==> config.mk <==
export PLATFORM = sky130hd
export DESIGN_NAME = acis_top
export DESIGN_NICKNAME = d
export VERILOG_FILES = /design/src/acis_pkg.sv /design/src/acis_top.sv
export SDC_FILE = /design/constraint.sdc
export NUM_CORES = 1
export LEC_CHECK = 0
export BUFFER_PORTS_ARGS = -buffer_cell sky130_fd_sc_hd__buf_2
export CAP_MARGIN = 20
export CORE_ASPECT_RATIO = 1.75
export CORE_MARGIN = 5
export CORE_UTILIZATION = 40
export CTS_CLUSTER_SIZE = 28
export DETAILED_ROUTE_END_ITERATION = 8
export GPL_TIMING_DRIVEN = 1
export PLACE_DENSITY_LB_ADDON = 0.12
export REMOVE_ABC_BUFFERS = 1
export SYNTH_ARGS = -nofsm -noshare
export SYNTH_HDL_FRONTEND = slang
export SYNTH_SLANG_ARGS = --single-unit
==> constraint.sdc <==
create_clock -name aclk -period 2.7 [get_ports aclk]
set_input_delay 0.54 -clock aclk [delete_from_list [all_inputs] [get_ports aclk]]
set_output_delay 0.54 -clock aclk [all_outputs]
set_load 0.01 [all_outputs]
==> src/acis_pkg.sv <==
`default_nettype none
package acis_pkg;
   localparam int unsigned ACIS_ADDR_W   = 6;
   // Register byte addresses (one aligned 32-bit word each)
   localparam logic [5:0] ACIS_OFF_CLK_SAMPLE = 6'h00;
   localparam logic [5:0] ACIS_OFF_DMA_BUF    = 6'h04;
   localparam logic [5:0] ACIS_OFF_MCH_SEL    = 6'h08;
   localparam logic [5:0] ACIS_OFF_CH0_SEL    = 6'h0c;
   localparam logic [5:0] ACIS_OFF_MODE_CTRL  = 6'h10;
   localparam logic [5:0] ACIS_OFF_STATUS     = 6'h14;
   // Implemented-bit masks; all other positions read as zero
   localparam logic [15:0] ACIS_MASK_CLK_SAMPLE = 16'h9fff;
   localparam logic [15:0] ACIS_MASK_DMA_BUF    = 16'h0007;
   localparam logic [15:0] ACIS_MASK_MCH_SEL    = 16'h0707;
   localparam logic [15:0] ACIS_MASK_CH0_SEL    = 16'h9f9f;
   localparam logic [15:0] ACIS_MASK_MODE_CTRL  = 16'h0037;
   // Field positions
   localparam int unsigned ACIS_RC_BIT       = 15;
   localparam int unsigned ACIS_SAMC_LSB     = 8;
   localparam int unsigned ACIS_ADCS_LSB     = 0;
   localparam int unsigned ACIS_DMABL_LSB    = 0;
   localparam int unsigned ACIS_MCH_NEGB_LSB = 9;
   localparam int unsigned ACIS_MCH_POSB_BIT = 8;
   localparam int unsigned ACIS_MCH_NEGA_LSB = 1;
   localparam int unsigned ACIS_MCH_POSA_BIT = 0;
   localparam int unsigned ACIS_CH0_NEGB_BIT = 15;
   localparam int unsigned ACIS_CH0_POSB_LSB = 8;
   localparam int unsigned ACIS_CH0_NEGA_BIT = 7;
   localparam int unsigned ACIS_CH0_POSA_LSB = 0;
   localparam int unsigned ACIS_TRIG_LSB     = 0;
   localparam int unsigned ACIS_WIDE_BIT     = 4;
   localparam int unsigned ACIS_ALT_BIT      = 5;
   // Reset values
   localparam logic [15:0] ACIS_RST_REG = 16'h0000;
   // Trigger source code that lets the sample counter end sampling
   localparam logic [2:0] ACIS_TRIG_AUTO = 3'h7;
   localparam logic [1:0] ACIS_RESP_OKAY   = 2'h0;
   localparam logic [1:0] ACIS_RESP_SLVERR = 2'h2;
endpackage
`default_nettype wire

==> src/acis_top.sv <==
// How it works
// Bit 15 picks RC or system clock
// Sample time is 0..31 conversion periods
// Sample time used only with trigger 111
// Conversion period equals cycle times divider plus one
// RC clock ignores the divider field
// Unimplemented register bits read as zero
// Buffer words per input are two to field
// Sample B multi-channel negative input select
// Sample B multi-channel positive input select
// Sample A multi-channel negative input select
// Sample A multi-channel positive input select
// Wide mode hides multi-channel selects, reads zero
// Channel zero Sample A negative select
// Channel zero Sample B negative select
// Channel zero Sample A positive input select
// Channel zero Sample B positive input select
// Second instance software picks inputs 0-15; this block has one instance and its 5-bit positive selects take inputs 0-31
// Width bit: 12-bit single or 10-bit four
// Alternate mode swaps Sample A and B
// Trigger 111 counter ends sampling, starts conversion
// Counter counts periods from sampling start
`timescale 1ns/1ps
`default_nettype none
module acis_top
   import acis_pkg::*;
(
   input  wire logic                   aclk,
   input  wire logic                   aresetn,
   input  wire logic [ACIS_ADDR_W-1:0] s_axi_awaddr,
   input  wire logic                   s_axi_awvalid,
   output logic                        s_axi_awready,
   input  wire logic [31:0]            s_axi_wdata,
   input  wire logic [3:0]             s_axi_wstrb,
   input  wire logic                   s_axi_wvalid,
   output logic                        s_axi_wready,
   output logic [1:0]                  s_axi_bresp,
   output logic                        s_axi_bvalid,
   input  wire logic                   s_axi_bready,
   input  wire logic [ACIS_ADDR_W-1:0] s_axi_araddr,
   input  wire logic                   s_axi_arvalid,
   output logic                        s_axi_arready,
   output logic [31:0]                 s_axi_rdata,
   output logic [1:0]                  s_axi_rresp,
   output logic                        s_axi_rvalid,
   input  wire logic                   s_axi_rready,
   input  wire logic                   rc_osc_in,
   input  wire logic                   sample_start,
   input  wire logic                   sample_end,
   output logic                        tad_tick,
   output logic                        sampling,
   output logic                        conv_start,
   output logic                        sample_b_phase,
   output logic [4:0]                  first_ch_pos_sel,
   output logic                        first_ch_neg_sel,
   output logic                        multi_ch_pos_sel,
   output logic [1:0]                  multi_ch_neg_sel,
   output logic [7:0]                  buffer_words
);

   typedef struct packed {
      logic [15:0]            clk_sample;
      logic [15:0]            dma_buf;
      logic [15:0]            mch_sel;
      logic [15:0]            ch0_sel;
      logic [15:0]            mode_ctrl;
      logic [2:0]             rc_sync;
      logic                   rc_level;
      logic [7:0]             div_cnt;
      logic [4:0]             samp_cnt;
      logic                   tad_tick;
      logic                   sampling;
      logic                   conv_start;
      logic                   phase_b;
      logic [4:0]             ch0_pos;
      logic                   ch0_neg;
      logic                   mch_pos;
      logic [1:0]             mch_neg;
      logic [7:0]             buf_words;
      logic                   aw_held;
      logic [ACIS_ADDR_W-1:0] aw_addr;
      logic                   w_held;
      logic [31:0]            w_data;
      logic [3:0]             w_strb;
      logic                   awready;
      logic                   wready;
      logic                   bvalid;
      logic [1:0]             bresp;
      logic                   arready;
      logic                   rvalid;
      logic [31:0]            rdata;
      logic [1:0]             rresp;
      logic [ACIS_ADDR_W-1:0] rd_addr;
   } acis_state_t;

   acis_state_t s_q;
   acis_state_t s_d;
   logic        tick_now;
   logic        rc_rise;

   // Byte-lane merge into a 16-bit register, keeping only implemented bits
   function automatic logic [15:0] acis_merge(input logic [15:0] old_v, input logic [31:0] wd,
                                              input logic [3:0] strb, input logic [15:0] mask);
      logic [15:0] v;
      v = old_v;
      if (strb[0])
      begin
         v[7:0] = wd[7:0];
      end
      if (strb[1])
      begin
         v[15:8] = wd[15:8];
      end
      return v & mask;
   endfunction

   function automatic logic acis_is_mapped(input logic [ACIS_ADDR_W-1:0] a);
      return (a == ACIS_OFF_CLK_SAMPLE) || (a == ACIS_OFF_DMA_BUF) || (a == ACIS_OFF_MCH_SEL) ||
             (a == ACIS_OFF_CH0_SEL) || (a == ACIS_OFF_MODE_CTRL) || (a == ACIS_OFF_STATUS);
   endfunction

   always_comb
   begin
      logic       rc_sel;
      logic       wide;
      logic       alt;
      logic [2:0] trig;
      logic [4:0] samc;
      logic [7:0] adcs;
      logic       end_now;
      logic [15:0] rd_v;
      s_d      = s_q;
      rc_sel   = s_q.clk_sample[ACIS_RC_BIT];
      samc     = s_q.clk_sample[ACIS_SAMC_LSB +: 5];
      adcs     = s_q.clk_sample[ACIS_ADCS_LSB +: 8];
      trig     = s_q.mode_ctrl[ACIS_TRIG_LSB +: 3];
      wide     = s_q.mode_ctrl[ACIS_WIDE_BIT];
      alt      = s_q.mode_ctrl[ACIS_ALT_BIT];
      end_now  = 1'b0;
      rd_v     = 16'h0000;

      // Oscillator input: first stage feeds only the second; a level counts once stages 2 and 3 agree
      s_d.rc_sync = {s_q.rc_sync[1:0], rc_osc_in};
      if (s_q.rc_sync[1] == s_q.rc_sync[2])
      begin
         s_d.rc_level = s_q.rc_sync[2];
      end
      rc_rise = s_d.rc_level && !s_q.rc_level;

      // Conversion clock period boundary
      if (rc_sel)
      begin
         tick_now    = rc_rise;
         s_d.div_cnt = 8'h00;
      end
      else if (s_q.div_cnt >= adcs)
      begin
         tick_now    = 1'b1;
         s_d.div_cnt = 8'h00;
      end
      else
      begin
         tick_now    = 1'b0;
         s_d.div_cnt = s_q.div_cnt + 8'h01;
      end
      s_d.tad_tick = tick_now;

      // Sampling window
      s_d.conv_start = 1'b0;
      if (!s_q.sampling)
      begin
         if (sample_start)
         begin
            s_d.sampling = 1'b1;
            s_d.samp_cnt = 5'h00;
         end
      end
      else if (trig == ACIS_TRIG_AUTO)
      begin
         if (tick_now)
         begin
            if (s_q.samp_cnt >= samc)
            begin
               end_now = 1'b1;
            end
            else
            begin
               s_d.samp_cnt = s_q.samp_cnt + 5'h01;
            end
         end
      end
      else if (sample_end)
      begin
         end_now = 1'b1;
      end
      if (end_now)
      begin
         s_d.sampling   = 1'b0;
         s_d.conv_start = 1'b1;
         s_d.phase_b    = alt && !s_q.phase_b;
      end
      if (!alt)
      begin
         s_d.phase_b = 1'b0;
      end

      // Input selects presented to the analog core for the current sample phase
      s_d.ch0_pos = s_q.phase_b ? s_q.ch0_sel[ACIS_CH0_POSB_LSB +: 5]
                                : s_q.ch0_sel[ACIS_CH0_POSA_LSB +: 5];
      s_d.ch0_neg = s_q.phase_b ? s_q.ch0_sel[ACIS_CH0_NEGB_BIT]
                                : s_q.ch0_sel[ACIS_CH0_NEGA_BIT];
      if (wide)
      begin
         s_d.mch_pos = 1'b0;
         s_d.mch_neg = 2'h0;
      end
      else
      begin
         s_d.mch_pos = s_q.phase_b ? s_q.mch_sel[ACIS_MCH_POSB_BIT]
                                   : s_q.mch_sel[ACIS_MCH_POSA_BIT];
         s_d.mch_neg = s_q.phase_b ? s_q.mch_sel[ACIS_MCH_NEGB_LSB +: 2]
                                   : s_q.mch_sel[ACIS_MCH_NEGA_LSB +: 2];
      end
      s_d.buf_words = 8'h01 << s_q.dma_buf[ACIS_DMABL_LSB +: 3];

      // Write channel: address and data accepted in either order
      if (s_q.awready && s_axi_awvalid)
      begin
         s_d.aw_held = 1'b1;
         s_d.aw_addr = s_axi_awaddr;
      end
      if (s_q.wready && s_axi_wvalid)
      begin
         s_d.w_held = 1'b1;
         s_d.w_data = s_axi_wdata;
         s_d.w_strb = s_axi_wstrb;
      end
      if (s_q.bvalid && s_axi_bready)
      begin
         s_d.bvalid = 1'b0;
      end
      if (s_q.aw_held && s_q.w_held && !s_q.bvalid)
      begin
         s_d.aw_held = 1'b0;
         s_d.w_held  = 1'b0;
         s_d.bvalid  = 1'b1;
         s_d.bresp   = acis_is_mapped(s_q.aw_addr) ? ACIS_RESP_OKAY : ACIS_RESP_SLVERR;
         unique case (s_q.aw_addr)
            ACIS_OFF_CLK_SAMPLE:
               s_d.clk_sample = acis_merge(s_q.clk_sample, s_q.w_data, s_q.w_strb, ACIS_MASK_CLK_SAMPLE);
            ACIS_OFF_DMA_BUF:
               s_d.dma_buf = acis_merge(s_q.dma_buf, s_q.w_data, s_q.w_strb, ACIS_MASK_DMA_BUF);
            ACIS_OFF_MCH_SEL:
               s_d.mch_sel = acis_merge(s_q.mch_sel, s_q.w_data, s_q.w_strb, ACIS_MASK_MCH_SEL);
            ACIS_OFF_CH0_SEL:
               s_d.ch0_sel = acis_merge(s_q.ch0_sel, s_q.w_data, s_q.w_strb, ACIS_MASK_CH0_SEL);
            ACIS_OFF_MODE_CTRL:
               s_d.mode_ctrl = acis_merge(s_q.mode_ctrl, s_q.w_data, s_q.w_strb, ACIS_MASK_MODE_CTRL);
            default:
               s_d.bresp = s_d.bresp;
         endcase
      end
      s_d.awready = !s_d.aw_held && !s_d.bvalid;
      s_d.wready  = !s_d.w_held && !s_d.bvalid;

      // Read channel: one read in flight, answer one cycle after acceptance
      if (s_q.rvalid && s_axi_rready)
      begin
         s_d.rvalid = 1'b0;
      end
      if (s_q.arready && s_axi_arvalid)
      begin
         unique case (s_axi_araddr)
            ACIS_OFF_CLK_SAMPLE: rd_v = s_q.clk_sample & ACIS_MASK_CLK_SAMPLE;
            ACIS_OFF_DMA_BUF:    rd_v = s_q.dma_buf & ACIS_MASK_DMA_BUF;
            ACIS_OFF_MCH_SEL:    rd_v = wide ? 16'h0000 : (s_q.mch_sel & ACIS_MASK_MCH_SEL);
            ACIS_OFF_CH0_SEL:    rd_v = s_q.ch0_sel & ACIS_MASK_CH0_SEL;
            ACIS_OFF_MODE_CTRL:  rd_v = s_q.mode_ctrl & ACIS_MASK_MODE_CTRL;
            ACIS_OFF_STATUS:     rd_v = {14'h0000, s_q.phase_b, s_q.sampling};
            default:             rd_v = 16'h0000;
         endcase
         s_d.rvalid  = 1'b1;
         s_d.rdata   = {16'h0000, rd_v};
         s_d.rresp   = acis_is_mapped(s_axi_araddr) ? ACIS_RESP_OKAY : ACIS_RESP_SLVERR;
         s_d.rd_addr = s_axi_araddr;
      end
      s_d.arready = !s_d.rvalid;
   end

   always_ff @(posedge aclk)
   begin
      if (!aresetn)
      begin
         s_q            <= '0;
         s_q.clk_sample <= ACIS_RST_REG;
         s_q.dma_buf    <= ACIS_RST_REG;
         s_q.mch_sel    <= ACIS_RST_REG;
         s_q.ch0_sel    <= ACIS_RST_REG;
         s_q.mode_ctrl  <= ACIS_RST_REG;
         s_q.buf_words  <= 8'h01;
      end
      else
      begin
         s_q <= s_d;
      end
   end

   assign s_axi_awready    = s_q.awready;
   assign s_axi_wready     = s_q.wready;
   assign s_axi_bvalid     = s_q.bvalid;
   assign s_axi_bresp      = s_q.bresp;
   assign s_axi_arready    = s_q.arready;
   assign s_axi_rvalid     = s_q.rvalid;
   assign s_axi_rdata      = s_q.rdata;
   assign s_axi_rresp      = s_q.rresp;
   assign tad_tick         = s_q.tad_tick;
   assign sampling         = s_q.sampling;
   assign conv_start       = s_q.conv_start;
   assign sample_b_phase   = s_q.phase_b;
   assign first_ch_pos_sel = s_q.ch0_pos;
   assign first_ch_neg_sel = s_q.ch0_neg;
   assign multi_ch_pos_sel = s_q.mch_pos;
   assign multi_ch_neg_sel = s_q.mch_neg;
   assign buffer_words     = s_q.buf_words;

   // Divider boundary must yield a period tick one cycle later
   div_tick_a : assert property (@(posedge aclk) disable iff (!aresetn)
      (!s_q.clk_sample[ACIS_RC_BIT] && s_q.div_cnt >= s_q.clk_sample[7:0]) |=> tad_tick)
      else $error("divider boundary gave no period tick");

   rc_ignores_div_a : assert property (@(posedge aclk) disable iff (!aresetn)
      (s_q.clk_sample[ACIS_RC_BIT] && !rc_rise) |=> !tad_tick)
      else $error("period tick without oscillator edge in rc mode");

   dma_unimpl_a : assert property (@(posedge aclk) disable iff (!aresetn)
      (s_axi_rvalid && s_q.rd_addr == ACIS_OFF_DMA_BUF) |-> (s_axi_rdata[31:3] == 29'h0))
      else $error("unimplemented buffer length bits read nonzero");

   wide_hide_a : assert property (@(posedge aclk) disable iff (!aresetn)
      s_q.mode_ctrl[ACIS_WIDE_BIT] ##1 s_q.mode_ctrl[ACIS_WIDE_BIT] |-> (!multi_ch_pos_sel && multi_ch_neg_sel == 2'h0))
      else $error("multi-channel select visible in wide mode");

   auto_end_a : assert property (@(posedge aclk) disable iff (!aresetn)
      (sampling && s_q.mode_ctrl[2:0] == ACIS_TRIG_AUTO && tick_now && s_q.samp_cnt >= s_q.clk_sample[12:8])
      |=> (!sampling && conv_start) ##1 !conv_start)
      else $error("sample counter did not end sampling");

   manual_hold_a : assert property (@(posedge aclk) disable iff (!aresetn)
      (sampling && s_q.mode_ctrl[2:0] != ACIS_TRIG_AUTO && !sample_end) |=> sampling)
      else $error("sampling ended without trigger");

   alt_off_a : assert property (@(posedge aclk) disable iff (!aresetn)
      !s_q.mode_ctrl[ACIS_ALT_BIT] |=> !sample_b_phase)
      else $error("sample B used with alternate mode off");

   buf_words_a : assert property (@(posedge aclk) disable iff (!aresetn)
      $stable(s_q.dma_buf) |=> (buffer_words == (8'h01 << $past(s_q.dma_buf[2:0]))))
      else $error("buffer words mismatch");
endmodule
`default_nettype wire

==> results.md, run 1 <==
* Adder-Cell Fraction of Synth Area at 3.43%
* Clock Latency Late Sink at 0.41 ns
* H-tree levels at 4
* Async S/R FF share, synth at 0%
* Unique masters post-synth at 53
* Crit Path Category: reg -> reg
* Logic pwr share at 4.2%
* Switching power at 989 uW
* Fillcell total at 1369
* DP HPWL at 10200 um
* Worst rel slew slack at 61.0%
* Register area share after synthesis at 44.9%
* Sw Ratio at 21.5%
* Cts bufs inserted at 17
* Cell Rows at 56
* Final Max Slew Viols at 0
* Hold Startpoint: rc_osc_in
* Placeable Area at 13500 um2
* GR Overflow Total at 0
* Reg clk slew, reported paths at 0.06 ns
* DRC at 0
* Nets at 734
* Reg2Reg Setup Slack at 0.57 ns
* Vias per std cell at 5.00
* TritonCTS clock tree: built
* Post-CTS Resized at 0
* Crit-path max FO at 4
* Die width at 98.5 um
* Area of the multi-input gates at 2490 um2
* Synth area leaders: dfxtp_1, mux2i_1, buf_4
* Pwr Density at 722 nW/um2
* R2r worst-path depth at 8
* Cell taking the most area after synthesis: dfxtp_1
* FMAX at 469 MHz
* # setup viols final at 0
* Skew final at 0.00739 ns
* Synth Area in XOR/XNOR at 1.28%
* Ratio of cells with drive above 1 in the final layout at 19.4%
* Largest family of logic cells by synthesized area: simple AND/OR/NAND/NOR gates
* Hold Path End: s_d[127]$_SDFF_PN0_
* RD Place Congestion at 0.814
* Initial antenna violation count at 0
* Final Hold Vio Count at 0
* Tcrit/Tclk final at 79.0%
* LEAKAGE at 2.71 nW
* 1st-iter DRT viols at 203
* Crit-path cells: inv_1 > ha_1 > and3_1 > o21ai_0 > a31o_1 > a21boi_0 > a21oi_1 > a32o_1
* HP Class: in -> reg
* Multiplexer area fraction after synthesis at 8.22%
* Critical path's top delay family: compound AO/OA/AOI/OAI gates
* Reg area at 2460 um2
* 1st-pass router iterations at 4
* Post-route ant nets at 0
* Clk sinks at 123
* CP startpoint kind: flip-flop
* Post-synthesis compound-gate area fraction at 10.3%
* Synth Register Bits at 123
* Hold Buf Count CTS at 0
* Sequential share of power at 40.9%
* Post-synth EDFFs at 0
* CTS Root Cell: clkbuf_16
* CP peak stage delay at 0.39 ns
* Vias at 4237
* RSZ-0062 raised after global routing: false
* Avg Cell Area, Syn at 8.91 um2
* Initial Util at 40.7%
* Worst setup EP type: flip-flop
* Post-CTS setup buffers at 0
* Worst endpoint required time at 2.99 ns
* Max_cap viols at 0
* WL per Instance at 15.7 um
* Outcome: complete, no violations
* FF-to-FF Start: s_q[195]$_SDFFE_PN0P_
* Post-synth top flop: dfxtp_1
* Die height at 165 um
* Worst Path Arrival at 2.43 ns
* Vias in the first global route at 4304
* WP depth at 8
* Tightest Pin Transition at 0.585 ns
* Total die area at 16200 um2
* Core Util, Final at 47.3%
* First-pass GRT wire length at 21300 um
* Area grow syn2layout at 16.1%
* VDD IR max at 0.405 mV
* Gr usage total at 16.8%
* CP bufs+invs at 1
* Hold path depth at 2
* Cell-internal power at 3.60 mW
* R2R Path End: s_q[115]$_SDFFE_PN0P_
* Synth Warn # at 0
* Setup_tns at 0 ns
* Share of the synthesized area in the top cell type at 44.9%
* Clk pwr share at 54.9%
* IO Count at 120
* Max Buffers Root-to-Sink at 2
* Worst path slowest cell: dfxtp_1
* IO Port Bufs at 79
* WL final at 13300 um
* Synthesized area at 5480 um2
* Largest net degree at the start of global routing at 46
* Fin crit period at 2.13 ns
* Diode count at 0
* Fraction of the mapped netlist area in simple logic gates at 20.8%
* Synth Instances at 615
power groups by stage:
stage | sequential [mW] | clock [mW] | combinational (mW)
2_1_floorplan | 1.91 | 0 | 0.101
3_3_place_gp | 1.92 | 0 | 0.190
3_5_place_dp | 1.92 | 0 | 0.194
4_1_cts | 1.88 | 2.57 | 0.194
5_1_grt | 1.88 | 2.66 | 0.217
6_report | 1.88 | 2.52 | 0.192
cell usage in the layout (no fill, tap or decap), types with 3 or more instances in the layout:
master | synthesis | layout
inv_1 | 16 | 16
a21oi_1 | 49 | 49
bufinv_16 | 0 | 5
and3_1 | 8 | 8
o21ai_0 | 7 | 7
dfxtp_1 | 123 | 123
a221oi_1 | 3 | 3
nand4_1 | 4 | 4
conb_1 | 1 | 20
nand2_1 | 72 | 72
buf_4 | 51 | 9
a32o_1 | 3 | 3
nand3_1 | 29 | 29
nor3_1 | 5 | 5
nand2b_1 | 8 | 8
nor3b_1 | 5 | 5
a222oi_1 | 5 | 5
nor2_1 | 81 | 81
clkinv_4 | 0 | 4
buf_2 | 6 | 79
and2_1 | 6 | 6
clkbuf_16 | 0 | 17
ha_1 | 15 | 15
xor2_1 | 4 | 4
xnor2_1 | 4 | 4
a22oi_1 | 4 | 4
a31oi_1 | 3 | 3
mux2i_1 | 45 | 45
metrics by stage:
stage | area (um2) | std cells | hold WS (ns) | worst slack (ns) | power, mW
6_report | 6360 | 848 | 0.338 | 0.567 | 4.59
3_5_place_dp | 5690 | 816 | 0.434 | 0.569 | 2.11
2_1_floorplan | 5010 | 554 | 0.412 | 0.791 | 2.01
3_3_place_gp | 5690 | 816 | 0.426 | 0.626 | 2.11
5_1_grt | 6360 | 848 | 0.335 | 0.400 | 4.75
4_1_cts | 6360 | 848 | 0.322 | 0.557 | 4.65
area by class of cell:
cell class              instances  area share, %
clock inverters                13           3.36
clock buffers                  19           7.12
flip-flops and latches        123           38.7
well taps                     174           3.42
multi-input cells             414           39.1
repair buffers                 88           7.28
inverters                      17           1.00
sequential cells by signal, indices dropped and copies added (netlist names), 2 cells and up:
| register | count |
|---|---|
| buffer_words | 8 |
| first_ch_pos_sel | 5 |
| multi_ch_neg_sel | 2 |
| s_axi_rdata | 14 |
| s_d | 2 |
| s_q | 79 |
kinds of logic after synthesis:
group                      count (synthesis)
xor gates and xnor gates                   8
other                                      1
AOI/OAI and AO/OA                         89
and+or+nand+nor                          237
muxes                                     45
DFF                                      123
adders and majority gates                 15
buffers and inverters                     97
synth_stat cells, drive strengths merged (5+ instances only):
library cell / n
nand3: 30
a21oi: 49
nand2b: 8
nor2: 81
nor3b: 6
ha: 15
dfxtp: 123
nand2: 72
and3: 8
clkbuf: 18
nand4: 6
nor3: 7
inv: 17
mux2i: 45
buf: 62
o21ai: 7
a222oi: 5
and2: 6
per-layer routing:
metal  track usage (%)  up-vias  routed length [um]
met2              31.9       85                7460
li1                  -     2132                   -
met4              8.51        0                 386
met3              3.63       23                 427
met5                 0        -                   0
met1              17.0     1997                5030
worst max-delay path by stage:
stage / endpoint / startpoint
floorplan: s_q[161]$_SDFFE_PN0P_ / s_q[84]$_SDFFE_PN0P_
global placement: s_q[116]$_SDFFE_PN0P_ / s_q[195]$_SDFFE_PN0P_
detailed placement: s_q[115]$_SDFFE_PN0P_ / s_q[195]$_SDFFE_PN0P_
CTS: s_q[115]$_SDFFE_PN0P_ / s_q[195]$_SDFFE_PN0P_
global route: s_q[116]$_SDFFE_PN0P_ / s_q[195]$_SDFFE_PN0P_
finish: s_q[115]$_SDFFE_PN0P_ / s_q[195]$_SDFFE_PN0P_
(Power assumes the default switching activity.)
==> run 2: changes to the inputs <==
clock period = 2 ns   (was 2.7 ns; I/O delays follow)
==> run 2 against run 1 <==
Compared with the run above:
- die area is the same
- highest routed layer unchanged
- first-iteration DRC count up 12%
- sequential cell count stayed put
- critical path depth unchanged
- worst hold slack worse by 0.14 ns
==> results.md, run 2 (synthesized netlist as in run 1, its figures left out) <==
* H-tree levels at 4
* Final Hold Vio Count at 0
* Post-route ant nets at 0
* WL final at 13600 um
* Worst Path Arrival at 2.31 ns
* GR Overflow Total at 0
* DRC at 0
* Vias per std cell at 4.93
* First-pass GRT wire length at 21400 um
* Vias at 4273
* TritonCTS clock tree: built
* Worst endpoint required time at 2.33 ns
* Nets at 753
* DP HPWL at 10300 um
* Final WS setup at 0.0179 ns
* Reg clk slew, reported paths at 0.06 ns
* # setup viols final at 0
* Cts bufs inserted at 17
* Largest net degree at the start of global routing at 76
* GRT busiest layer: met2
* Initial antenna violation count at 0
* CP startpoint kind: flip-flop
* Die height at 165 um
* Max_cap viols at 0
* Pwr Density at 871 nW/um2
* RD Place Congestion at 0.807
* Worst path slowest cell: o32ai_4
* Max Buffers Root-to-Sink at 2
* Top reg by flops: s_q
* WL per Instance at 15.7 um
* CTS Root Cell: clkbuf_16
* RSZ-0062 raised after global routing: true
* Gr usage total at 16.8%
* VDD IR max at 0.539 mV
* Met2 Usage GRT at 31.9%
* Area grow syn2layout at 18.5%
* Cell Rows at 56
* Most frequent cells in the layout: dfxtp_1, nor2_1, buf_2
* Most common cell after layout, fill and taps aside: dfxtp_1
* Worst setup EP type: flip-flop
* IO Count at 120
* LEAKAGE at 2.78 nW
* Core Util, Final at 48.3%
* Die width at 98.5 um
* Final Max Slew Viols at 0
* Crit Path Category: reg -> reg
* Placeable Area at 13500 um2
* Largest register FFs at 79
* HP Class: in -> reg
* Met3 GRT Util at 4.10%
* Tightest Pin Transition at 0.564 ns
* 1st-iter DRT viols at 228
* CP peak stage delay at 0.33 ns
* Hold Buf Count CTS at 0
* Ratio of cells with drive above 1 in the final layout at 23.2%
* Vias in the first global route at 4195
* Setup WS pre-CTS at -0.0330 ns
* GR Layer Usage met1 at 17.4%
* Outcome: complete, no violations
* FMAX at 505 MHz
* IO Port Bufs at 79
* 1st-pass router iterations at 5
* Total die area at 16200 um2
* Fin crit period at 1.98 ns
* Clock Latency Late Sink at 0.41 ns
* Diode count at 0
* Tcrit/Tclk final at 99.1%
* Skew final at 0.00771 ns
* Clk sinks at 123
* Crit-path max FO at 3
* Crit-path cells: inv_1 > ha_4 > and3_1 > o21ai_0 > a31o_1 > a21bo_2 > o32ai_4 > mux2i_1
* Worst rel slew slack at 62.4%
* Initial Util at 40.7%
-- run 2: timing repair --
item | 4_1_cts | 5_1_grt
pin swaps | 1 | 5
setup buffers | 0 | 2
resized for setup | 3 | 13
setup endpoints to repair | 6 | 6
-- run 2: where the power goes --
group          internal (mW)  total, mW  switching, mW  leakage, nW
logic                 0.0999      0.274          0.175         1.51
clock network           1.77       2.85           1.08        0.273
registers               2.49       2.54         0.0444        0.997
-- run 2: final timing paths --
check                                            from                           to  slack (ns)  depth (start not counted)
worst max-delay path            s_q[195]$_SDFFE_PN0P_  sample_b_phase$_SDFFE_PN0P_        0.02                          8
worst min-delay path                        rc_osc_in          s_d[127]$_SDFF_PN0_        0.20                          2
worst max register to register  s_q[195]$_SDFFE_PN0P_  sample_b_phase$_SDFFE_PN0P_        0.02                          8
worst min register to register    s_d[127]$_SDFF_PN0_          s_d[128]$_SDFF_PN0_        0.43                          1
-- run 2: layer usage --
metal  vias up  part of all wire (%)
li1       2164                     -
met1      1998                    38
met2        88                    55
met3        23                   3.5
met4         0                   2.6
met5         -                     0
-- run 2: critical path, delay by kind of cell, from the launching register on --
kind                       cells  cell delay, ns
adders and majority gates      1            0.27
and+or+nand+nor                1            0.15
buffers and inverters          1            0.06
AOI/OAI and AO/OA              4            0.87
DFF                            1            0.32
muxes                          1            0.22
-- run 2: metrics by stage --
step	hold slack (ns)	cells	setup TNS, ns	total power [mW]	instance area [um2]
global placement	0.423	833	0	2.86	5830
floorplan	0.412	554	0	2.72	5010
detailed placement	0.431	833	-0.0811	2.86	5830
global route	0.200	867	-0.0428	5.88	6490
finish	0.198	867	0	5.66	6490
CTS	0.183	865	0	5.73	6410
-- run 2: layout make-up --
class	instances	area (um2)
fill	1379	6960
multi-input combinational	414	2570
sequential	123	2470
timing repair buffer	107	618
clock buffer	21	460
tap	174	218
clock inverter	11	96.3
inverter	17	63.8
